===== src/hdl/icc_pkg.sv =====
// What this block does
// - Each of the three capture channels has an enable bit (bits 6, 5, 4 for channels 2, 1, 0) and only detects edges while it is set.
// - A channel's event flag (bits 2, 1, 0 for channels 2, 1, 0) is set when its selected edge is seen on its input.
// - Hardware never clears an event flag; it holds until software writes 0, and software writes to flag bits act directly.
// - Each two-bit edge selector means 00 falling, 01 rising, 10 both edges, and 11 is reserved.
// - The edge selectors share one register, channel 2 in bits 5:4, channel 1 in 3:2 and channel 0 in 1:0, other bits reserved.
// - Each channel has a noise-filter enable at bits 6, 5, 4 for channels 2, 1, 0 that filters its input before edge detection.
// - Reset clears all three control registers, so channels are off, select falling edges, filters are off and flags are clear.
package icc_pkg;
    localparam int unsigned NUM_CHAN = 3;
    localparam logic [7:0] OFS_EN_FLAGS = 8'h92;
    localparam logic [7:0] OFS_EDGE_SEL = 8'h93;
    localparam logic [7:0] OFS_FILTER   = 8'h94;
    localparam logic [7:0] RST_EN_FLAGS = 8'h00;
    localparam logic [7:0] RST_EDGE_SEL = 8'h00;
    localparam logic [7:0] RST_FILTER   = 8'h00;
    localparam int unsigned ENABLE_LSB  = 4;
    localparam int unsigned FLAG_LSB    = 0;
    localparam int unsigned FILTER_LSB  = 4;
    localparam int unsigned EDGE_W      = 2;
    localparam int unsigned FILT_CYCLES = 4;
    localparam logic [2:0] FILT_LAST    = 3'h3;
    localparam logic [7:0] MASK_EN_FLAGS = 8'h77;
    localparam logic [7:0] MASK_EDGE_SEL = 8'h3f;
    localparam logic [7:0] MASK_FILTER   = 8'h70;
    typedef enum logic [1:0] {
        ICC_EDGE_FALL = 2'h0,
        ICC_EDGE_RISE = 2'h1,
        ICC_EDGE_BOTH = 2'h2,
        ICC_EDGE_RSVD = 2'h3
    } icc_edge_t;
endpackage


===== src/hdl/icc_filter.sv =====
`timescale 1ns/1ps
`default_nettype none
module icc_filter (
    input  wire logic mclk_i,    // System clock
    input  wire logic rst_n_i,   // Synchronous reset, active low
    input  wire logic ce_i,      // Clock enable
    input  wire logic pin_i,     // Raw capture pin
    input  wire logic filt_on_i, // Filter enable
    output logic      level_o    // Cleaned level
);
    import icc_pkg::*;

    logic       s1_q, s1_d;
    logic       s2_q, s2_d;
    logic       lvl_q, lvl_d;
    logic [2:0] cnt_q, cnt_d;

    // Two-stage synchroniser, then optional stability filter
    always_comb begin
        s1_d  = pin_i;
        s2_d  = s1_q;
        lvl_d = lvl_q;
        cnt_d = 3'h0;
        if (!filt_on_i) begin
            lvl_d = s2_q;
        end else if (s2_q != lvl_q) begin
            // Fourth consecutive differing sample takes the level
            if (cnt_q == FILT_LAST) begin
                lvl_d = s2_q;
            end else begin
                cnt_d = cnt_q + 3'h1;
            end
        end
    end

    // State registers
    always_ff @(posedge mclk_i) begin
        if (!rst_n_i) begin
            s1_q  <= 1'b0;
            s2_q  <= 1'b0;
            lvl_q <= 1'b0;
            cnt_q <= 3'h0;
        end else if (ce_i) begin
            s1_q  <= s1_d;
            s2_q  <= s2_d;
            lvl_q <= lvl_d;
            cnt_q <= cnt_d;
        end
    end

    assign level_o = lvl_q;
endmodule
`default_nettype wire


===== src/hdl/icc_top.sv =====
`timescale 1ns/1ps
`default_nettype none
module icc_top (
    input  wire logic       mclk_i,     // System clock, 50 MHz
    input  wire logic       rst_n_i,    // Synchronous reset, active low
    input  wire logic       ce_i,       // Clock enable, freezes state
    input  wire logic [7:0] sfr_addr_i, // Register address
    input  wire logic [7:0] sfr_wdata_i,// Write data
    input  wire logic       sfr_wr_i,   // Write strobe
    input  wire logic       sfr_rd_i,   // Read strobe
    output logic      [7:0] sfr_rdata_o,// Read data, registered
    input  wire logic [icc_pkg::NUM_CHAN-1:0] cap_pin_i, // Capture pins
    output logic [icc_pkg::NUM_CHAN-1:0] cap_strobe_o,   // Edge pulses
    output logic [icc_pkg::NUM_CHAN-1:0] cap_flag_o      // Event flags
);
    import icc_pkg::*;

    logic [7:0]          en_flags_q, en_flags_d;
    logic [7:0]          edge_sel_q, edge_sel_d;
    logic [7:0]          filter_q, filter_d;
    logic [7:0]          rdata_q, rdata_d;
    logic [NUM_CHAN-1:0] lvl;
    logic [NUM_CHAN-1:0] lvl_q, lvl_d;
    logic [NUM_CHAN-1:0] hit;
    logic [NUM_CHAN-1:0] strobe_q, strobe_d;

    // Selected edge test for one channel
    function automatic logic edge_hit(input logic [1:0] sel,
                                      input logic prev,
                                      input logic cur);
        logic rise;
        logic fall;
        rise = !prev && cur;
        fall = prev && !cur;
        unique case (icc_edge_t'(sel))
            ICC_EDGE_FALL: edge_hit = fall;
            ICC_EDGE_RISE: edge_hit = rise;
            ICC_EDGE_BOTH: edge_hit = rise || fall;
            ICC_EDGE_RSVD: edge_hit = 1'b0;
        endcase
    endfunction

    // Address decode shared by the write and read paths, one-hot result
    function automatic logic [2:0] reg_sel(input logic [7:0] a);
        reg_sel = 3'h0;
        if (a == OFS_EN_FLAGS) begin
            reg_sel = 3'h1;
        end
        if (a == OFS_EDGE_SEL) begin
            reg_sel = 3'h2;
        end
        if (a == OFS_FILTER) begin
            reg_sel = 3'h4;
        end
    endfunction

    // Per-channel synchroniser and filter
    for (genvar c = 0; c < NUM_CHAN; c++) begin : g_chan
        icc_filter u_filt (
            .mclk_i    (mclk_i),
            .rst_n_i   (rst_n_i),
            .ce_i      (ce_i),
            .pin_i     (cap_pin_i[c]),
            .filt_on_i (filter_q[FILTER_LSB+c]),
            .level_o   (lvl[c])
        );
    end

    // Edge detection gated by channel enable
    always_comb begin
        lvl_d = lvl;
        for (int c = 0; c < NUM_CHAN; c++) begin
            hit[c] = en_flags_q[ENABLE_LSB+c] &&
                     edge_hit(edge_sel_q[EDGE_W*c +: EDGE_W],
                              lvl_q[c], lvl[c]);
        end
        strobe_d = hit;
    end

    // Register writes and flag setting; a set beats a same-cycle clear
    always_comb begin
        en_flags_d = en_flags_q;
        edge_sel_d = edge_sel_q;
        filter_d   = filter_q;
        if (sfr_wr_i) begin
            unique case (reg_sel(sfr_addr_i))
                3'h1:    en_flags_d = sfr_wdata_i & MASK_EN_FLAGS;
                3'h2:    edge_sel_d = sfr_wdata_i & MASK_EDGE_SEL;
                3'h4:    filter_d   = sfr_wdata_i & MASK_FILTER;
                default: ;
            endcase
        end
        for (int c = 0; c < NUM_CHAN; c++) begin
            if (hit[c]) begin
                en_flags_d[FLAG_LSB+c] = 1'b1;
            end
        end
    end

    // Read data, unmapped addresses read zero
    always_comb begin
        rdata_d = rdata_q;
        if (sfr_rd_i) begin
            unique case (reg_sel(sfr_addr_i))
                3'h1:    rdata_d = en_flags_q;
                3'h2:    rdata_d = edge_sel_q;
                3'h4:    rdata_d = filter_q;
                default: rdata_d = 8'h00;
            endcase
        end
    end

    // State registers
    always_ff @(posedge mclk_i) begin
        if (!rst_n_i) begin
            en_flags_q <= RST_EN_FLAGS;
            edge_sel_q <= RST_EDGE_SEL;
            filter_q   <= RST_FILTER;
            rdata_q    <= 8'h00;
            lvl_q      <= '0;
            strobe_q   <= '0;
        end else if (ce_i) begin
            en_flags_q <= en_flags_d;
            edge_sel_q <= edge_sel_d;
            filter_q   <= filter_d;
            rdata_q    <= rdata_d;
            lvl_q      <= lvl_d;
            strobe_q   <= strobe_d;
        end
    end

    assign sfr_rdata_o  = rdata_q;
    assign cap_strobe_o = strobe_q;
    assign cap_flag_o   = en_flags_q[FLAG_LSB +: NUM_CHAN];
endmodule
`default_nettype wire


===== config.mk =====
export PLATFORM = sky130hd
export DESIGN_NAME = icc_top
export DESIGN_NICKNAME = d
export VERILOG_FILES = /design/src/hdl/icc_pkg.sv /design/src/hdl/icc_filter.sv /design/src/hdl/icc_top.sv
export SDC_FILE = /design/constraint.sdc
export NUM_CORES = 1
export LEC_CHECK = 0
export BUFFER_PORTS_ARGS = -buffer_cell sky130_fd_sc_hd__buf_2
export CAP_MARGIN = 15
export CORE_MARGIN = 1
export CORE_UTILIZATION = 50
export CTS_CLUSTER_SIZE = 25
export DETAILED_ROUTE_END_ITERATION = 12
export PLACE_DENSITY = 0.79
export SYNTH_ARGS = -nofsm -noshare
export SYNTH_HDL_FRONTEND = slang
export SYNTH_SLANG_ARGS = --single-unit

===== constraint.sdc =====
create_clock -name mclk_i -period 1.7 [get_ports mclk_i]
set_input_delay 0.34 -clock mclk_i [delete_from_list [all_inputs] [get_ports mclk_i]]
set_output_delay 0.34 -clock mclk_i [all_outputs]
set_load 0.1 [all_outputs]

---- Yosys cells after proc, flatten, opt, wreduce, memory -nomap -nowiden ----
Index checks and enable logic that the tools add are counted.
word-level totals
  register bits after elaboration ......... 47
  input port bits ......................... 24
  output and inout port bits .............. 14
  word-level logic and storage cells ...... 123
operators by class
  $add $sub $neg .......................... 3
  eq/ne operators ......................... 30
  multiplexer cells ....................... 32
  reduce and logical (&&, ||, !) cells .... 37
operators with widths
  cell                                                              count
  3-bit two-way mux                                                 15
  3-bit AND reduction                                               9
  8-bit == test (second input constant)                             3
  7-bit case mux with 3 select lines                                1
  3-bit by 2-bit == test with 1-bit output (second input constant)  5
  1-bit two-way mux                                                 13
  2-bit == test (second input constant)                             6
  2-bit by 1-bit != test with 1-bit output (second input constant)  6
  1-bit case mux with 4 select lines                                3
  2-bit nonzero test                                                6
  3-bit by 1-bit adder with 3-bit output (second input constant)    3
  1-bit logical AND                                                 9
  2-bit by 1-bit == test with 1-bit output (second input constant)  3
  3-bit by 1-bit == test with 1-bit output (second input constant)  2
  3-bit == test (second input constant)                             2
  1-bit zero test                                                   6
  2-bit zero test                                                   3
  1-bit logical OR                                                  3
  1-bit != test                                                     3
  2-bit AND reduction                                               1

---- Longest topological paths before layout ----
  word-level depth ........................ 9
  depth in mapped cells ................... 6

---- Modules after synthesis ----
Synthesis repeated with hierarchy kept, for this count alone.
unflattened totals
  cells, all modules ...................... 238
  area total of the unflattened synthesis .. 2362.3 um^2
by module, submodules not included
  module      times used  cells an instance  area an instance (um^2)
  icc_top     1           154                1525.2
  icc_filter  3           28                 279.0

---- Worst setup path after synthesis ----
OpenSTA, ideal clock, no wires.
  path type ............................... register to register
  start point ............................. register lvl_q[1]
  end point ............................... register en_flags_q[1]
  data arrival time ....................... 1.469 ns
  setup slack ............................. 0.145 ns
  stages on the path, launching flop included .. 7
  cells stage by stage .................... dfxtp_1 > inv_1 > ha_1 > and2_1 > o41ai_1 > a211oi_1 > a211oi_1
on the way
  cells in the longest elaborated chain, start to end .. 7
  elaborated cells on any way between the ends .. 10
  classes of those cells .................. mux (2); reduce/logical (8)
RTL lines
  item                                  RTL line        RTL
  start, declared                       icc_top.sv:23   logic [NUM_CHAN-1:0] lvl_q, lvl_d;
  start signal, assigned                icc_top.sv:127  lvl_q <= lvl_d;
  1-bit zero test                       icc_top.sv:33   rise = !prev && cur;
  1-bit logical AND                     icc_top.sv:33
  1-bit logical OR                      icc_top.sv:38   ICC_EDGE_BOTH: edge_hit = rise || fall;
  1-bit case mux with 4 select lines *  icc_top.sv:35   unique case (icc_edge_t'(sel))
  1-bit logical AND *                   icc_top.sv:73   hit[c] = en_flags_q[ENABLE_LSB+c] &&
  2-bit nonzero test (no line)          n/a
  3-bit AND reduction (no line)         n/a
  end signal, assigned                  icc_top.sv:123  en_flags_q <= en_flags_d;
  end, declared                         icc_top.sv:18   logic [7:0] en_flags_q, en_flags_d;
Mark *: on every way between the ends. The rest lies on a longest branch, timed or not.
A chain may end at the register's enable or synchronous reset.

---- Worst setup path in the final report ----
  start point ............................. register g_chan[1].u_filt.lvl_q
  end point ............................... register en_flags_q[1]
on the way
  cells in the longest elaborated chain, start to end .. 7
  elaborated cells on any way between the ends .. 10
  classes of those cells .................. mux (2); reduce/logical (8)
RTL lines
  item                                  RTL line          RTL
  start, declared                       icc_filter.sv:15  logic lvl_q, lvl_d;
  start signal, assigned                icc_filter.sv:46  lvl_q <= lvl_d;
  1-bit zero test                       icc_top.sv:34     fall = prev && !cur;
  1-bit logical AND                     icc_top.sv:34
  1-bit logical OR                      icc_top.sv:38
  1-bit case mux with 4 select lines *  icc_top.sv:35
  1-bit logical AND *                   icc_top.sv:73
  2-bit nonzero test (no line)          n/a
  3-bit AND reduction (no line)         n/a
Marked as above.

==> impl_results.md <==
* Class of the worst hold path: in2reg
* DRC viols at 0
* WL per Instance at 12.99 um
* Synth Cell Area at 0.002272 mm2
* Post-Synth Simple-Gate Area at 0.2181
* Worst-skew pair later-pin latency at 0.29 ns
* CTS Sinks at 46
* I/O Pins at 38
* CP Class: reg2reg
* Synth Area in Compound Gates at 0.1107
* Setup violators final at 0
* Die width at 69.41 um
* Max-cap violation count at 0
* Ys flop type: dfxtp_1
* Worst path slowest cell: dfxtp_1
* Leak Pwr at 0.001082 uW
* Grt met2 use at 0.3279
* First-pass GRT wire length at 7562 um
* Final core occ at 0.6078
* Outcome: finished clean
* Distinct cells, synth at 43
* Worst setup EP type: flop
* Delay-heaviest family, CP: compound AO/OA/AOI/OAI gates
* Worst reg2reg path startpoint: g_chan[1].u_filt.level_o
* Post-CTS setup buffers at 0
* Setup Skew at 0.007385 ns
* Post-synthesis mux area share at 0.1388
* Die Span Y at 69.41 um
* H-tree depth at 2
* Arr. time, crit path at 1.83 ns
* Final Hold Viols at 0
* Synthesized area per cell at 9.351 um2
* Antenna Diode Count at 0
* RD Place Congestion at 0.8253
* Largest family of logic cells by synthesized area: simple AND/OR/NAND/NOR gates
* Met3 Use GR at 0.03779
* GRT Residual Overflow at 0
* Fin Setup TNS at 0 ns
* F_max at 619.7 MHz
* Max FO, Critical Path at 5
* Synth top area share at 0.4053
* Cell Pwr Density at 770.7 mW/mm2
* Syn_nets at 276
* Crit-path cells: ha_1, and2_1, o41ai_1, buf_4, a211oi_1, a211oi_1
* # rows at 24
* Max-slew violations at 0
* Cells after Synth at 243
* Ratio of cells with drive above 1 in the final layout at 0.2218
* Vias at 1,763
* Vias in the first global route at 1,655
* First-pass iteration count of the detailed router at 4
* TritonCTS Buffers at 5
* Slowest stage delay, CP at 0.43 ns
* Reg2reg setup slack at 0.09 ns
* Worst hold endpoint: g_chan[2].u_filt.s1_q
* Top cells by area, synth: dfxtp_1 (41%), mux2i_1 (12%), nor2_1 (6.6%)
* Minimum clock period at 1.614 ns
* Post-synthesis xor/xnor area fraction at 0.01156
* Root buffer cell: clkbuf_8
* Reg-to-reg critical path endpoint: en_flags_q[1]
* IO buf count at 35
* Met1 usage at 0.2516
* RSZ-0062 raised after global routing: no
* Resize count post-CTS at 0
* Adder-Cell Fraction of Synth Area at 0.04956
* Crit path buf inv count at 1
* Post-Route WL at 4363 um
* Worst hold path cell count at 3
* Hold Crit Start: cap_pin_i[2]
* Sequential cell area fraction in the yosys report at 0.4053
* Worst EP required at 1.92 ns
* Biggest area consumer among synthesized cells: dfxtp_1
* CTS tree: built
* Largest net degree at the start of global routing at 30
* Die Area at 0.004818 mm2
* Yosys reg bits at 46
* Final worst-path cycle share at 0.9493
* Detailed Place HPWL at 3226 um
* Total track usage at 0.1959
* Asr flop ratio synth at 0
* Critical Path Most Common Cell: a211oi_1
* Fillers at 387
* Initial Utilization at 0.5218
* Grt peak-use layer: met2
* Synth warn at 0
* Number of flops mapped to enable cells by yosys at 0
* Antenna-violating nets left at 0
* Nets at 316
* CTS Hold Bufs at 0
* DR iter-0 viols at 60
* Vias/cell at 5.247
* Cells on worst reg2reg path at 6
* VDD IR max at 0.5778 mV
* Area delta synth->final at 16.46%
* Clock buffer depth at 2
* Worst Setup Start Kind: flop
* Core ar. at 0.004354 mm2
* Initial antenna violation count at 0
* Reg clk slew, reported paths at 0.08 ns
[cell type report]
cell class	instances	area (um2)	share of cell area
clock buffers	7	76.32	0.02884
clock inverters	1	30.03	0.01135
inverters	17	63.81	0.02411
multi-input cells	165	1205	0.4553
flip-flops and latches	46	920.9	0.3480
well taps	52	65.06	0.02459
repair buffers	48	285.3	0.1078
[cells in the final DEF, fill, tap and decap left out, drive strengths merged, types with 2 or more instances in the layout]
master / count
nand4b: 3
a211oi: 2
inv: 17
clkbuf: 7
mux2: 4
a21oi: 9
and2: 6
buf: 48
a21boi: 4
ha: 9
nor4b: 2
nand2: 10
nand4: 4
nor4: 2
o2bb2ai: 2
xor2: 3
o21ai: 2
a32oi: 2
dfxtp: 46
a22oi: 3
nor2: 40
o22ai: 3
nand2b: 10
nand3b: 4
o41ai: 2
mux2i: 27
[cell usage after synthesis (2+ instances only)]
library cell   n
buf_4          4
nand4_1        4
a32oi_1        2
o41ai_1        2
clkbuf_1       4
nor4b_4        2
a211oi_1       2
dfxtp_1       46
mux2i_1       27
o2bb2ai_1      2
o21ai_0        2
a22oi_1        3
inv_1         17
mux2_2         4
ha_1           9
nand2_1       10
nand4b_1       2
a21oi_1        9
xor2_1         3
buf_2          3
buf_1          3
nor2_1        40
and2_1         6
a21boi_0       4
o22ai_1        3
nand2b_1      10
nand3b_1       4
[kinds of logic after synthesis]
group                    count (synthesis)
AO/OA/AOI/OAI                           36
XOR/XNOR                                 3
adder cells (fa/ha/maj)                  9
buffers and inverters                   32
flip-flops                              46
multiplexers                            31
other                                    1
AND/OR/NAND/NOR                         85
[sequential cells by signal (all words and copies together), names as in the netlist]
name / cells
cap_strobe_o: 3
edge_sel_q: 6
en_flags_q: 6
filter_q: 3
g_chan.u_filt.cnt_q: 9
g_chan.u_filt.level_o: 3
g_chan.u_filt.s1_q: 3
g_chan.u_filt.s2_q: 3
lvl_q: 3
sfr_rdata_o: 7
[per-stage QoR]
step | power (uW) | area [um2] | setup WS (ns) | hold slack (ns) | std cells
final | 2039 | 2646 | 0.08624 | 0.2822 | 336
after detailed placement | 1270 | 2540 | 0.08644 | 0.4197 | 328
after global routing | 2127 | 2646 | 0.01686 | 0.2812 | 336
after floorplan | 1208 | 2272 | 0.1450 | 0.4069 | 243
after CTS | 2057 | 2646 | 0.07063 | 0.2753 | 336
after global placement | 1268 | 2540 | 0.1177 | 0.4125 | 328
[layer usage]
metal  routed length (um)  share of wire
met1                 2038           0.47
met2                 2083           0.48
met3                  177          0.041
met4                   64          0.015
met5                    0              0
[worst max-delay path by stage]
stage | startpoint | endpoint | slack [ns] | cells past startpoint
6_report | g_chan[1].u_filt.level_o | en_flags_q[1] | 0.09 | 6
5_1_grt | g_chan[1].u_filt.level_o | en_flags_q[1] | 0.02 | 6
4_1_cts | g_chan[1].u_filt.level_o | en_flags_q[1] | 0.07 | 6
3_5_place_dp | sfr_addr_i[6] | edge_sel_q[1] | 0.09 | 7
3_3_place_gp | sfr_addr_i[6] | edge_sel_q[4] | 0.12 | 7
2_1_floorplan | lvl_q[1] | en_flags_q[1] | 0.14 | 6
[power by group]
group | internal, uW | switching, uW
Clock | 440 | 355
Combinational | 62.1 | 90.6
Sequential | 1080 | 6.33
[worst reg2reg max path, cell delays in order, from the launching register on]
cell and delay, ns:
dfxtp_1 0.43, ha_1 0.27, and2_1 0.15, o41ai_1 0.25, buf_4 0.18, a211oi_1 0.06
a211oi_1 0.20
Power figures use the tool's default switching activity.
